==> src/hw/mdi_pkg.sv <==
// constants, field layouts and state codes for the management serial slave
// assumes a 125 MHz system clock and a station manager clocking at 24 MHz at most
package mdi_pkg;

   // ----------------------------------------------------------------
   // clocking
   // ----------------------------------------------------------------
   localparam int unsigned CLK_HZ = 125_000_000;
   localparam int unsigned MDC_MAX_HZ = 24_000_000;
   // shortest management clock period in system cycles, rounded up
   localparam int unsigned MDC_MIN_CYC = (CLK_HZ + MDC_MAX_HZ - 1) / MDC_MAX_HZ;
   // cycles after reset release before the straps are taken
   localparam logic [1:0] STRAP_SETTLE = 2'h3;

   // ----------------------------------------------------------------
   // frame layout
   // ----------------------------------------------------------------
   localparam int unsigned STRAP_W = 4;
   localparam int unsigned FIELD_W = 5;
   localparam int unsigned DATA_W = 16;
   localparam logic [1:0] OP_READ = 2'h2;
   localparam logic [1:0] OP_WRITE = 2'h1;
   localparam logic [4:0] LAST_FIELD_BIT = 5'h04;
   localparam logic [4:0] LAST_DATA_BIT = 5'h0F;

   // ----------------------------------------------------------------
   // register map
   // ----------------------------------------------------------------
   localparam logic [4:0] REG_MMD_ACCESS_CONTROL = 5'h0D;
   localparam logic [4:0] REG_MMD_ADDRESS_OR_DATA = 5'h0E;
   localparam int unsigned CTRL_DEVSEL_LSB = 0;
   localparam int unsigned CTRL_FN_LSB = 14;
   localparam logic [4:0] DEVSEL_ALL_ONES = 5'h1F;
   localparam logic [1:0] FN_ADDRESS = 2'h0;
   localparam logic [1:0] FN_DATA = 2'h1;
   localparam logic [1:0] FN_DATA_INC_RW = 2'h2;
   localparam logic [1:0] FN_DATA_INC_WR = 2'h3;
   localparam logic [15:0] CTRL_RESET = 16'h0000;
   localparam logic [15:0] POINTER_RESET = 16'h0000;
   localparam logic [15:0] DIRECT_RESET = 16'h0000;
   localparam logic [15:0] DIRECT_LIMIT = 16'h0020;
   localparam logic [15:0] EXT_BASE = 16'h0020;
   localparam int unsigned EXT_DEPTH = 64;
   localparam logic [15:0] EXT_LIMIT = 16'h0060;

   // ----------------------------------------------------------------
   // frame receiver states
   // ----------------------------------------------------------------
   typedef enum logic [2:0] {
      ST_IDLE = 3'b000,
      ST_START = 3'b001,
      ST_OP = 3'b010,
      ST_PHYAD = 3'b011,
      ST_REGAD = 3'b100,
      ST_TA = 3'b101,
      ST_DATA = 3'b110
   } mdi_state_t;

endpackage : mdi_pkg

==> src/hw/mdi_regs.sv <==
// register space behind the serial slave: 32 direct words, the indirect
// control and address/data pair, and a small extended window
// assumes rd_en and wr_en are single-cycle pulses, never together
`timescale 1ns/1ps

module mdi_regs (
   input wire logic clk, // system clock
   input wire logic arst_n, // asynchronous reset, active low
   input wire logic rd_en, // pulse: read frame fetched rd_addr
   input wire logic [4:0] rd_addr, // direct register address of the read
   output logic [15:0] rd_data, // read value, valid with rd_en
   input wire logic wr_en, // pulse: write frame completed
   input wire logic [4:0] wr_addr, // direct register address of the write
   input wire logic [15:0] wr_data // written value
);

   typedef struct packed {
      logic [15:0] ctrl;
      logic [15:0] ptr;
   } mdi_regs_state_t;

   mdi_regs_state_t q;
   mdi_regs_state_t next_q;
   logic [15:0] direct [0:31];
   logic [15:0] ext [0:mdi_pkg::EXT_DEPTH-1];
   logic devsel_ok;
   logic [1:0] fn;
   logic ind_wr;

   // ----------------------------------------------------------------
   // indirect target decode
   // ----------------------------------------------------------------
   function automatic logic is_direct_ok(input logic [15:0] p);
      // the indirect pair itself is never an indirect target
      is_direct_ok = (p < mdi_pkg::DIRECT_LIMIT) &&
                     (p[4:0] != mdi_pkg::REG_MMD_ACCESS_CONTROL) &&
                     (p[4:0] != mdi_pkg::REG_MMD_ADDRESS_OR_DATA);
   endfunction : is_direct_ok

   function automatic logic is_ext(input logic [15:0] p);
      is_ext = (p >= mdi_pkg::EXT_BASE) && (p < mdi_pkg::EXT_LIMIT);
   endfunction : is_ext

   function automatic logic [5:0] ext_idx(input logic [15:0] p);
      logic [15:0] off;
      off = p - mdi_pkg::EXT_BASE;
      ext_idx = off[5:0];
   endfunction : ext_idx

   assign devsel_ok = q.ctrl[mdi_pkg::CTRL_DEVSEL_LSB +: 5] == mdi_pkg::DEVSEL_ALL_ONES;
   assign fn = q.ctrl[mdi_pkg::CTRL_FN_LSB +: 2];
   assign ind_wr = wr_en && (wr_addr == mdi_pkg::REG_MMD_ADDRESS_OR_DATA) && devsel_ok &&
                   (fn != mdi_pkg::FN_ADDRESS);

   // ----------------------------------------------------------------
   // read mux
   // ----------------------------------------------------------------
   always_comb
   begin
      rd_data = direct[rd_addr];
      if (rd_addr == mdi_pkg::REG_MMD_ACCESS_CONTROL)
         rd_data = q.ctrl;
      else if (rd_addr == mdi_pkg::REG_MMD_ADDRESS_OR_DATA)
      begin
         if (!devsel_ok)
            rd_data = 16'h0000;
         else if (fn == mdi_pkg::FN_ADDRESS)
            rd_data = q.ptr;
         else if (is_direct_ok(q.ptr))
            rd_data = direct[q.ptr[4:0]];
         else if (is_ext(q.ptr))
            rd_data = ext[ext_idx(q.ptr)];
         else
            rd_data = 16'h0000;
      end
   end

   // control and pointer update; pointer moves only for the right select
   always_comb
   begin
      next_q = q;
      if (wr_en && wr_addr == mdi_pkg::REG_MMD_ACCESS_CONTROL)
         next_q.ctrl = wr_data;
      if (wr_en && wr_addr == mdi_pkg::REG_MMD_ADDRESS_OR_DATA && devsel_ok)
      begin
         if (fn == mdi_pkg::FN_ADDRESS)
            next_q.ptr = wr_data;
         else if (fn != mdi_pkg::FN_DATA)
            next_q.ptr = q.ptr + 16'h0001;
      end
      if (rd_en && rd_addr == mdi_pkg::REG_MMD_ADDRESS_OR_DATA && devsel_ok &&
          fn == mdi_pkg::FN_DATA_INC_RW)
         next_q.ptr = q.ptr + 16'h0001;
   end

   always_ff @(posedge clk or negedge arst_n)
   begin
      if (!arst_n)
      begin
         q.ctrl <= mdi_pkg::CTRL_RESET;
         q.ptr <= mdi_pkg::POINTER_RESET;
      end
      else
         q <= next_q;
   end

   // direct words clear on reset so a first read returns a known zero
   always_ff @(posedge clk or negedge arst_n)
   begin
      if (!arst_n)
      begin
         for (int i = 0; i < 32; i++)
            direct[i] <= mdi_pkg::DIRECT_RESET;
      end
      else if (wr_en && wr_addr != mdi_pkg::REG_MMD_ACCESS_CONTROL &&
          wr_addr != mdi_pkg::REG_MMD_ADDRESS_OR_DATA)
         direct[wr_addr] <= wr_data;
      else if (ind_wr && is_direct_ok(q.ptr))
         direct[q.ptr[4:0]] <= wr_data;
   end

   // the extended window has no reset, as a RAM would not
   always_ff @(posedge clk)
   begin
      if (ind_wr && is_ext(q.ptr))
         ext[ext_idx(q.ptr)] <= wr_data;
   end
endmodule : mdi_regs

==> src/hw/mdi_slave.sv <==
// serial management slave: frame receiver, read shifter and register space
// assumes mdc and mdio arrive asynchronously and the pad merges mdio_out/oe
// Summary of operation
// - each data bit is taken on a rising edge of the management clock
// - answer only frames carrying our strapped 4-bit address, captured after reset
// - register field directly picks one of 32 sixteen-bit registers
// - frames open with a zero then a one
// - read: release first turnaround bit, drive zero, then sixteen data bits
// - registers 0 to 31 reachable directly; all but 13 and 14 also through the indirect path
// - indirect access to the control or address/data register is ignored
// - control bits 4:0 hold the managed device select
// - only select all-ones is served; other selects are ignored
// - function 00: address/data register reads or writes the pointer
// - function 01: reach the pointed register, pointer unchanged
// - function 10: reach the pointed register, pointer steps on reads and writes
// - function 11: reach the pointed register, pointer steps on writes only
// - write 0x001F to control, then the address to address/data
// - after 0x001F in control, address/data reads return the pointer
`timescale 1ns/1ps

module mdi_slave (
   input wire logic clk, // 125 MHz system clock
   input wire logic arst_n, // asynchronous reset, active low
   input wire logic mdc, // management clock from the station manager
   input wire logic mdio_in, // management data pin level
   output logic mdio_out, // management data driven value
   output logic mdio_oe, // high while we drive the data pin
   input wire logic [3:0] phy_address_straps, // address strap pins
   output logic [3:0] phy_address, // captured bus address
   output logic frame_busy // high while a frame is being received
);

   typedef struct packed {
      mdi_pkg::mdi_state_t state;
      logic [4:0] cnt;
      logic [15:0] shift;
      logic [1:0] op;
      logic match;
      logic [4:0] reg_addr;
      logic out;
      logic oe;
      logic [1:0] settle;
      logic [3:0] addr;
      logic addr_ok;
      logic mdc_prev;
   } mdi_slave_state_t;

   mdi_slave_state_t q;
   mdi_slave_state_t next_q;
   logic [5:0] pins_s;
   logic mdc_s;
   logic mdio_s;
   logic [3:0] straps_s;
   logic rise;
   logic reading;
   logic [4:0] field;
   logic [1:0] opcode;
   logic rd_en;
   logic wr_en;
   logic [15:0] rd_data;
   logic [15:0] wr_data;

   // ----------------------------------------------------------------
   // pin synchronisers and register space
   // ----------------------------------------------------------------
   mdi_sync #(
      .WIDTH(6)
   ) u_sync (
      .clk(clk),
      .arst_n(arst_n),
      .din({phy_address_straps, mdio_in, mdc}),
      .dout(pins_s)
   );

   assign mdc_s = pins_s[0];
   assign mdio_s = pins_s[1];
   assign straps_s = pins_s[5:2];

   mdi_regs u_regs (
      .clk(clk),
      .arst_n(arst_n),
      .rd_en(rd_en),
      .rd_addr(field),
      .rd_data(rd_data),
      .wr_en(wr_en),
      .wr_addr(q.reg_addr),
      .wr_data(wr_data)
   );

   // edge finder works only on the synchronised level, so a stopped
   // clock simply means no edges and the receiver waits where it is
   assign rise = mdc_s && !q.mdc_prev;
   assign reading = q.match && (q.op == mdi_pkg::OP_READ);
   assign field = {q.shift[3:0], mdio_s};
   assign opcode = {q.op[0], mdio_s};
   assign wr_data = {q.shift[14:0], mdio_s};

   // ----------------------------------------------------------------
   // frame receiver
   // ----------------------------------------------------------------
   always_comb
   begin
      next_q = q;
      rd_en = 1'b0;
      wr_en = 1'b0;
      next_q.mdc_prev = mdc_s;
      // straps are taken a few cycles after release; frames wait for it
      if (!q.addr_ok)
      begin
         if (q.settle == mdi_pkg::STRAP_SETTLE)
         begin
            next_q.addr = straps_s;
            next_q.addr_ok = 1'b1;
         end
         else
            next_q.settle = q.settle + 2'h1;
      end
      else if (rise)
      begin
         unique case (q.state)
            mdi_pkg::ST_IDLE:
            begin
               // the pulled-up line reads one; the first zero opens a frame
               if (!mdio_s)
                  next_q.state = mdi_pkg::ST_START;
            end
            mdi_pkg::ST_START:
            begin
               next_q.cnt = 5'h00;
               next_q.state = mdio_s ? mdi_pkg::ST_OP : mdi_pkg::ST_IDLE;
            end
            mdi_pkg::ST_OP:
            begin
               next_q.op = opcode;
               next_q.cnt = q.cnt + 5'h01;
               if (q.cnt != 5'h00)
               begin
                  next_q.cnt = 5'h00;
                  if (opcode == mdi_pkg::OP_READ || opcode == mdi_pkg::OP_WRITE)
                     next_q.state = mdi_pkg::ST_PHYAD;
                  else
                     next_q.state = mdi_pkg::ST_IDLE;
               end
            end
            mdi_pkg::ST_PHYAD:
            begin
               next_q.shift = {q.shift[14:0], mdio_s};
               next_q.cnt = q.cnt + 5'h01;
               if (q.cnt == mdi_pkg::LAST_FIELD_BIT)
               begin
                  next_q.cnt = 5'h00;
                  next_q.match = (field == {1'b0, q.addr});
                  next_q.state = mdi_pkg::ST_REGAD;
               end
            end
            mdi_pkg::ST_REGAD:
            begin
               next_q.shift = {q.shift[14:0], mdio_s};
               next_q.cnt = q.cnt + 5'h01;
               if (q.cnt == mdi_pkg::LAST_FIELD_BIT)
               begin
                  next_q.cnt = 5'h00;
                  next_q.reg_addr = field;
                  next_q.state = mdi_pkg::ST_TA;
                  if (reading)
                  begin
                     rd_en = 1'b1;
                     next_q.shift = rd_data;
                  end
               end
            end
            mdi_pkg::ST_TA:
            begin
               // first turnaround bit stays released on both frame kinds;
               // a write's turnaround bits are the manager's and are not checked
               if (q.cnt == 5'h00)
               begin
                  next_q.cnt = 5'h01;
                  if (reading)
                  begin
                     next_q.oe = 1'b1;
                     next_q.out = 1'b0;
                  end
               end
               else
               begin
                  next_q.cnt = 5'h00;
                  next_q.state = mdi_pkg::ST_DATA;
                  if (reading)
                  begin
                     next_q.out = q.shift[15];
                     next_q.shift = {q.shift[14:0], 1'b0};
                  end
               end
            end
            mdi_pkg::ST_DATA:
            begin
               next_q.cnt = q.cnt + 5'h01;
               if (reading)
               begin
                  next_q.out = q.shift[15];
                  next_q.shift = {q.shift[14:0], 1'b0};
               end
               else
                  next_q.shift = wr_data;
               if (q.cnt == mdi_pkg::LAST_DATA_BIT)
               begin
                  // release the line once the manager has taken the last bit
                  next_q.oe = 1'b0;
                  next_q.out = 1'b0;
                  next_q.cnt = 5'h00;
                  next_q.state = mdi_pkg::ST_IDLE;
                  wr_en = q.match && (q.op == mdi_pkg::OP_WRITE);
               end
            end
            default:
               next_q.state = mdi_pkg::ST_IDLE;
         endcase
      end
   end

   always_ff @(posedge clk or negedge arst_n)
   begin
      if (!arst_n)
      begin
         q.state <= mdi_pkg::ST_IDLE;
         q.cnt <= 5'h00;
         q.shift <= 16'h0000;
         q.op <= 2'h0;
         q.match <= 1'b0;
         q.reg_addr <= 5'h00;
         q.out <= 1'b0;
         q.oe <= 1'b0;
         q.settle <= 2'h0;
         q.addr <= 4'h0;
         q.addr_ok <= 1'b0;
         q.mdc_prev <= 1'b0;
      end
      else
         q <= next_q;
   end

   // outputs straight from flip-flops, except frame_busy, which is decoded from the state
   assign mdio_out = q.out;
   assign mdio_oe = q.oe;
   assign phy_address = q.addr;
   assign frame_busy = q.state != mdi_pkg::ST_IDLE;
endmodule : mdi_slave

==> src/hw/mdi_sync.sv <==
// two-stage synchroniser for a bundle of slow pins
// assumes each bit is an independent level; no bus coherence is promised
`timescale 1ns/1ps

module mdi_sync #(
   parameter int unsigned WIDTH = 1
) (
   input wire logic clk, // system clock
   input wire logic arst_n, // asynchronous reset, active low
   input wire logic [WIDTH-1:0] din, // asynchronous pins
   output logic [WIDTH-1:0] dout // synchronised levels
);

   logic [WIDTH-1:0] meta;

   // first stage feeds only the second stage
   always_ff @(posedge clk or negedge arst_n)
   begin
      if (!arst_n)
      begin
         meta <= '0;
         dout <= '0;
      end
      else
      begin
         meta <= din;
         dout <= meta;
      end
   end

endmodule : mdi_sync

==> config.mk <==
export PLATFORM = sky130hd
export DESIGN_NAME = mdi_slave
export DESIGN_NICKNAME = d
export VERILOG_FILES = /design/src/hw/mdi_pkg.sv /design/src/hw/mdi_regs.sv /design/src/hw/mdi_slave.sv /design/src/hw/mdi_sync.sv
export SDC_FILE = /design/constraint.sdc
export NUM_CORES = 2
export LEC_CHECK = 0
export BUFFER_PORTS_ARGS = -buffer_cell sky130_fd_sc_hd__buf_4
export CAP_MARGIN = 20
export CORE_MARGIN = 3
export CORE_UTILIZATION = 30
export CTS_CLUSTER_DIAMETER = 30
export CTS_CLUSTER_SIZE = 14
export DETAILED_ROUTE_END_ITERATION = 10
export HOLD_SLACK_MARGIN = 0.12
export PLACE_DENSITY = 0.51
export SYNTH_ARGS = -nofsm -noshare
export SYNTH_HDL_FRONTEND = slang
export SYNTH_HIERARCHICAL = 1
export SYNTH_SLANG_ARGS = --single-unit
==> constraint.sdc <==
create_clock -name clk -period 4.6 [get_ports clk]
set_input_delay 0.92 -clock clk [delete_from_list [all_inputs] [get_ports clk]]
set_output_delay 0.92 -clock clk [all_outputs]
set_load 0.01 [all_outputs]
After elaboration in Yosys (flattened, before gate mapping)
Memory sizes are Yosys's and may differ from the RTL's.
Cells that the tools add are included.
{"block": "totals", "regBits": 598, "ram_bits": 1024, "input_bits": 8, "elab_cells": 203, "mem_count": 1}
{"memory": "u_regs.ext", "depth": 64, "word_bits": 16, "read_ports": 1, "rd_ports_with_merged_regs": 0, "wr": 1, "line": "mdi_regs.sv:25", "source": "logic [15:0] ext [0:mdi_pkg::EXT_DEPTH-1];"}
{"block": "classes", "add_sub_neg": 4, "order_cmp": 8, "eq_ne": 34, "muxes": 59, "n_bitwise": 5, "reduce_logical": 44}
{"op": "bitwise mux 512 bit", "count": 2}
{"op": "two-way mux 512 bit", "count": 2}
{"op": "two-way mux 16 bit", "count": 19}
{"op": "binary-select mux 16 bit (select 5 bit)", "count": 2}
{"op": "demux 16 bit (select 5 bit)", "count": 2}
{"op": "one-hot mux 16 bit (4 select lines)", "count": 1}
{"op": "one-hot mux 5 bit (6 select lines)", "count": 1}
{"op": "== test 5 x 4 -> 1 bit, second input constant", "count": 5}
{"op": "two-way mux 24 bit", "count": 1}
{"op": "two-way mux 8 bit", "count": 3}
{"op": "one-hot mux 3 bit (7 select lines)", "count": 1}
{"op": "inequality test 5 x 4 -> 1 bit, second input constant", "count": 4}
{"op": "logical AND 1 bit", "count": 19}
{"op": ">= comparator 6 bit, second input constant", "count": 3}
{"op": "two-way mux 1 bit", "count": 18}
{"op": "NOT 5 -> 6 bit", "count": 3}
{"op": "adder 16 x 1 -> 16 bit, second input constant", "count": 1}
{"op": ">= comparator 16 x 6 -> 1 bit, second input constant", "count": 1}
{"op": "less-than comparator 16 x 6 -> 1 bit, second input constant", "count": 1}
{"op": "less-than comparator 16 x 7 -> 1 bit, second input constant", "count": 1}
{"op": "inequality test 2 bit, second input constant", "count": 8}
{"op": "less-than comparator 6 x 1 -> 1 bit, second input constant", "count": 2}
{"op": "AND reduction 4 bit", "count": 3}
{"op": "== test 3 bit, second input constant", "count": 3}
{"op": "other kinds (31)", "count": 48}

Depth between registers and ports, before layout
{"block": "depth", "depth_word": 12, "ltp_mapped": 19}

Cells and area by module
Netlist, hierarchy kept.
{"module": "mdi_regs", "n_inst": 1, "cells_per_inst": 5142, "area_each_um2": 70769.1, "seq_area_each_um2": 44362.5}
{"module": "mdi_slave", "n_inst": 1, "cells_per_inst": 228, "area_each_um2": 2389.8, "seq_area_each_um2": 1051.0}
{"module": "mdi_sync", "n_inst": 1, "cells_per_inst": 12, "area_each_um2": 300.3, "seq_area_each_um2": 300.3}

Worst setup path after synthesis
OpenSTA, ideal clock, no wires.
{"block": "synth_path", "path_type": "reg2reg", "from": "register q[34] (netlist name)", "to": "memory u_regs.ext[31][0], enable pin", "t_arrival_ns": 3.726, "t_required_ns": 4.212, "slack_ns": 0.485, "path_stages_with_launch": 15, "path_buffers": 3, "period_less_slack_ns": 4.115, "path_cell_list": "dfrtp_1 > ha_1 > nand3_1 > inv_1 > ha_1 > nand4_1 > nor4bb_1 > clkbuf_1 > and4b_1 > nand4_1 > or4_1 > clkbuf_1 > or2_2 > clkbuf_1 > nor2_1"}
{"item": "to (decl)", "line": "mdi_regs.sv:25"}

Final worst setup path
{"block": "layout_path", "from": "register u_regs/q[0] in the netlist's numbering", "to": "register q, in the netlist field[1]"}
{"block": "layout_via", "elab_chain_cells": 12, "elab_cells_between_ends": 23, "classes_between": "add/sub (1); order compare (3); eq/ne (2); mux (12); bitwise (1); reduce/logical (3); memory (1)"}
{"item": "from (decl)", "line": "mdi_regs.sv:22", "source": "mdi_regs_state_t q;"}
{"item": "from (signal assigned)", "line": "mdi_regs.sv:104", "source": "q <= next_q;"}
{"item": "parallel branches: the longest is 5 deep, another holds memory (64 x 16 bit)"}
{"item": "two-way mux 16 bit (*)", "line": "mdi_regs.sv:67", "source": "else if (fn == mdi_pkg::FN_ADDRESS)"}
{"item": "two-way mux 16 bit (*)", "line": "mdi_regs.sv:65", "source": "if (!devsel_ok)"}
{"item": "two-way mux 16 bit (*)", "line": "mdi_regs.sv:63", "source": "else if (rd_addr == mdi_pkg::REG_MMD_ADDRESS_OR_DATA)"}
{"item": "two-way mux 16 bit (*)", "line": "mdi_regs.sv:61", "source": "if (rd_addr == mdi_pkg::REG_MMD_ACCESS_CONTROL)"}
{"item": "named net rd_data[0]", "line": "mdi_slave.sv:60", "source": "logic [15:0] rd_data;"}
{"item": "two-way mux 16 bit (*)", "line": "mdi_slave.sv:165", "source": "if (reading)"}
{"item": "two-way mux 24 bit (*)", "line": "mdi_slave.sv:160", "source": "if (q.cnt == mdi_pkg::LAST_FIELD_BIT)"}
{"item": "one-hot mux 16 bit (4 select lines) (*)", "line": "mdi_slave.sv:120", "source": "unique case (q.state)"}
{"item": "to (signal assigned)", "line": "mdi_slave.sv:240", "source": "q <= next_q;"}
{"item": "to (decl)", "line": "mdi_slave.sv:48", "source": "mdi_slave_state_t q;"}
Mark *: on every way through the listed nets, which the timed path passes. The select of a mux whose other input is x is not followed.
A chain may end at the register's enable or synchronous reset.

==> results.md <==
* Req. time, crit path at roughly 5.3 ns
* Starting Density at between 30% and 40%
* Failing checks: negative setup slack
* Mapped Avg Cell Area at 13.6 um^2
* GPL Wtd Cong at approximately 0.96
* Io pins at 15
* Hold EP: u_sync/dout[2]
* Setup ws final at -0.0179 ns
* Tightest Pin Transition at 1.15 ns
* Number of buffers created by CTS at around 340
* Power Dens Cells at ~450 nW/um^2
* Clk Latency, worst-skew pair at 0.96 ns
* Final Slew Violations at 0
* Yosys warning count at 6
* Width of the die at 501 um
* Flop-to-flop setup slack at -0.02 ns
* Setup violators final at 1
* Flip-flop and latch count after synthesis at 1,622
* Crit path arrival time at 5.36 ns
* Hold path depth at 0
* Worst setup SP type: register
* Async set-or-reset flop fraction in the synthesized netlist at 36.9%
* DP HPWL at 186,000 um
* Hold path start: u_sync/meta[2]
* Post-CTS setup repair buffer count at 0
* Grt total ovfl at 0
* Relative slew slack at around 23%
* Max-cap viol count at 0
* Status: finished with violations
* Yosys top cell by area: edfxtp_1
* Pleak at 34.0 nW
* Synth area leaders: edfxtp_1, dfrtp_1, mux4_2, mux2_2, o21ai_0
* GRT Util Overall at 23.0%
* Die ar. at 251,000 um^2
* Post-Synthesis Net Count at 5,399
* Port Buffer Count at 14
* Highest achievable clock rate at 217 MHz
* Min Tclk post-route at 4.62 ns
* Share of cells above drive strength 1 at just under 30%
* Post-synth EDFFs at about 1,000
* Vias per cell at 5.81
* Post-route DRC at 0
* Distinct cells, synth at 101
* Clock tree buffer depth at 4
* Cells after Synth at 5,382
* Final antenna-violating net count at 0
* Worst r2r src: u_regs/q[0]
* Final Skew at slightly above 0.08 ns
* Nets at 5,679
* Setup TNS at -0.0179 ns
* Placed Cells at 8,515
* Vias in the first global route at 51,900
* # rows at 181
* Most instantiated cells after synthesis: edfxtp_1, dfrtp_1, o21ai_0, mux2_2, nand3_1
* RSZ-0062 raised after global routing: false
* Synthesis-to-finish area growth at 24.4%
* Final Hold Violating Endpoints at 0
* Crit path kind: reg -> reg
* FF-to-FF End: field[1]
* Largest fanout on the critical path at 34
* Initial antenna violation count at 24
* Largest net degree at the start of global routing at 95
* Period utilisation layout at 100%
* Fin cells at 9,130
* HP Class: reg -> reg
* H-tree Lvls at 5
* 1st-pass router iterations at 6
* Post-synth top area share at 41.9%
* Crit. End Element: register
* Most used DFF post-synth: edfxtp_1
* Register area share after synthesis at 62.2%
* WL/cell at 32.3 um
* Core region area at ~240,000 um^2
* Vias at ~53,000
* Register-to-Register Path Depth at 13
* CTS clock-pin slew for the worst setup and hold paths at 0.05 ns
* Most common cell in the netlist: edfxtp_1
* Peak supply drop at between 0.4 and 0.5 mV
* Synthesized cell area at 73,500 um^2
* Clk sinks at 1,622
* Root Buffer: clkbuf_16
* First-pass GRT wire length at slightly above 400,000 um
* Die height at 501 um
* CTS tree: built
* DR iter-0 viols at 6,977
* Total wire length at 295,000 um
-- layout by cell type (no fill, tap or decap), types with 12 or more instances in the layout --
cell type	synthesis	final
o21ai_2	10	12
a2bb2oi_1	21	21
nand2_1	188	185
nor2b_1	24	22
mux2_2	396	396
mux2_1	20	20
clkinv_4	0	23
inv_1	268	265
clkinv_2	0	48
nor3_1	17	17
a31oi_1	23	23
mux4_2	221	221
dfrtp_4	0	20
clkbuf_1	252	36
edfxtp_1	1024	1024
nand3_1	301	300
o21ai_1	15	18
a21oi_1	128	127
clkinvlp_4	0	33
buf_4	36	332
a22oi_1	29	29
mux2i_1	162	162
clkbuf_16	0	343
buf_12	0	100
inv_8	0	13
o21ai_0	436	430
o221ai_1	147	147
nor2_1	184	157
bufinv_16	0	37
o22a_1	12	12
nand3b_1	12	12
o22ai_1	264	263
a221oi_1	31	31
clkbuf_8	0	19
a211oi_1	39	39
inv_6	0	31
nor2_2	0	27
or2_2	15	16
dfrtp_1	598	577
-- worst max path at each step --
stage | start | endpoint | slack, ns | depth (start not counted)
5_1_grt | u_regs/q[0] | field[1] | 0.08 | 14
3_3_place_gp | u_regs/q[0] | field[1] | -0.04 | 14
2_1_floorplan | q[34] | u_regs/ext[31][0] | 0.49 | 14
6_report | u_regs/q[0] | field[1] | -0.02 | 13
3_5_place_dp | u_regs/q[0] | field[1] | -0.003 | 14
4_1_cts | q[34] | u_regs/ext[61][1] | 0.27 | 13
-- state kept, by name, indices dropped and copies added, names as in the netlist --
signal	flops
u_regs/ext	1024
u_regs/direct	512
u_sync/meta	6
u_sync/dout	6
opcode	1
field	4
u_regs/fn	2
q	31
mdio_out	1
u_regs/q	30
phy_address	4
mdio_oe	1
-- per-stage QoR --
stage	worst slack (ns)	hold slack, ns	utilization [%]	power (mW)	area [um^2]
global route	0.0772	0.345	37.5	42.5	91400
CTS	0.266	0.340	37.5	41.7	91400
floorplan	0.485	0.331	-	16.7	73500
detailed placement	-0.00338	0.336	32.8	17.4	80000
global placement	-0.0409	0.333	32.8	17.4	79900
finish	-0.0179	0.338	37.6	41.4	91400
-- critical path, stage by stage (launching register included) --
cell and delay [ns]:
dfrtp_4 1.00, nand2_4 0.58, buf_4 0.42, o22ai_1 0.18, o21ai_0 0.13, a21oi_1 0.45, nor4_2 0.21, nor3_1 0.56
o21ai_0 0.19, buf_4 0.19, o21ai_0 0.16, a21oi_1 0.09, o22ai_1 0.17, o21ai_2 0.06
-- report_power, final --
part / total [mW] / leakage, nW / internal [mW] / switching, mW
clock: 24.3 / 5.49 / 16.1 / 8.25
combinational: 1.37 / 10.0 / 0.413 / 0.956
sequential: 15.7 / 18.5 / 15.6 / 0.135
-- logic make-up after synthesis --
| family | Yosys count | share of synthesized area, % |
|---|---|---|
| AO/OA/AOI/OAI | 1322 | 11.9 |
| XOR/XNOR | 14 | 0.167 |
| adder cells (fa/ha/maj) | 9 | 0.153 |
| buffers and inverters | 773 | 4.56 |
| flip-flops | 1622 | 62.2 |
| multiplexers | 799 | 15.4 |
| AND/OR/NAND/NOR | 843 | 5.63 |
-- timing repair --
| action | CTS | global route |
|---|---|---|
| setup endpoints to repair | 1 | 0 |
| hold buffers | 7 | 0 |
| gates resized for setup | 1 | 0 |
| hold endpoints to repair | 78 | 0 |
-- final cells by class --
cell class,instances,area (um^2)
diodes,8,20.0
clock buffers,398,8980
clock inverters,201,2350
fillers,22800,152000
inverters,269,1010
multi-input cells,2987,24600
flip-flops and latches,1622,45800
well taps,3202,4010
repair buffers,443,4640
-- per-layer routing --
metal | GRT usage [%] | share of wire (%) | wire [um] | up-vias
met5 | 0 | 0.0037 | 11 | -
met4 | 11.8 | 5.8 | 17100 | 2
met3 | 5.55 | 10 | 30300 | 758
met2 | 34.4 | 44 | 130000 | 3369
met1 | 31.1 | 40 | 118000 | 27500
li1 | - | - | - | 21400
(Power assumes the default switching activity.)
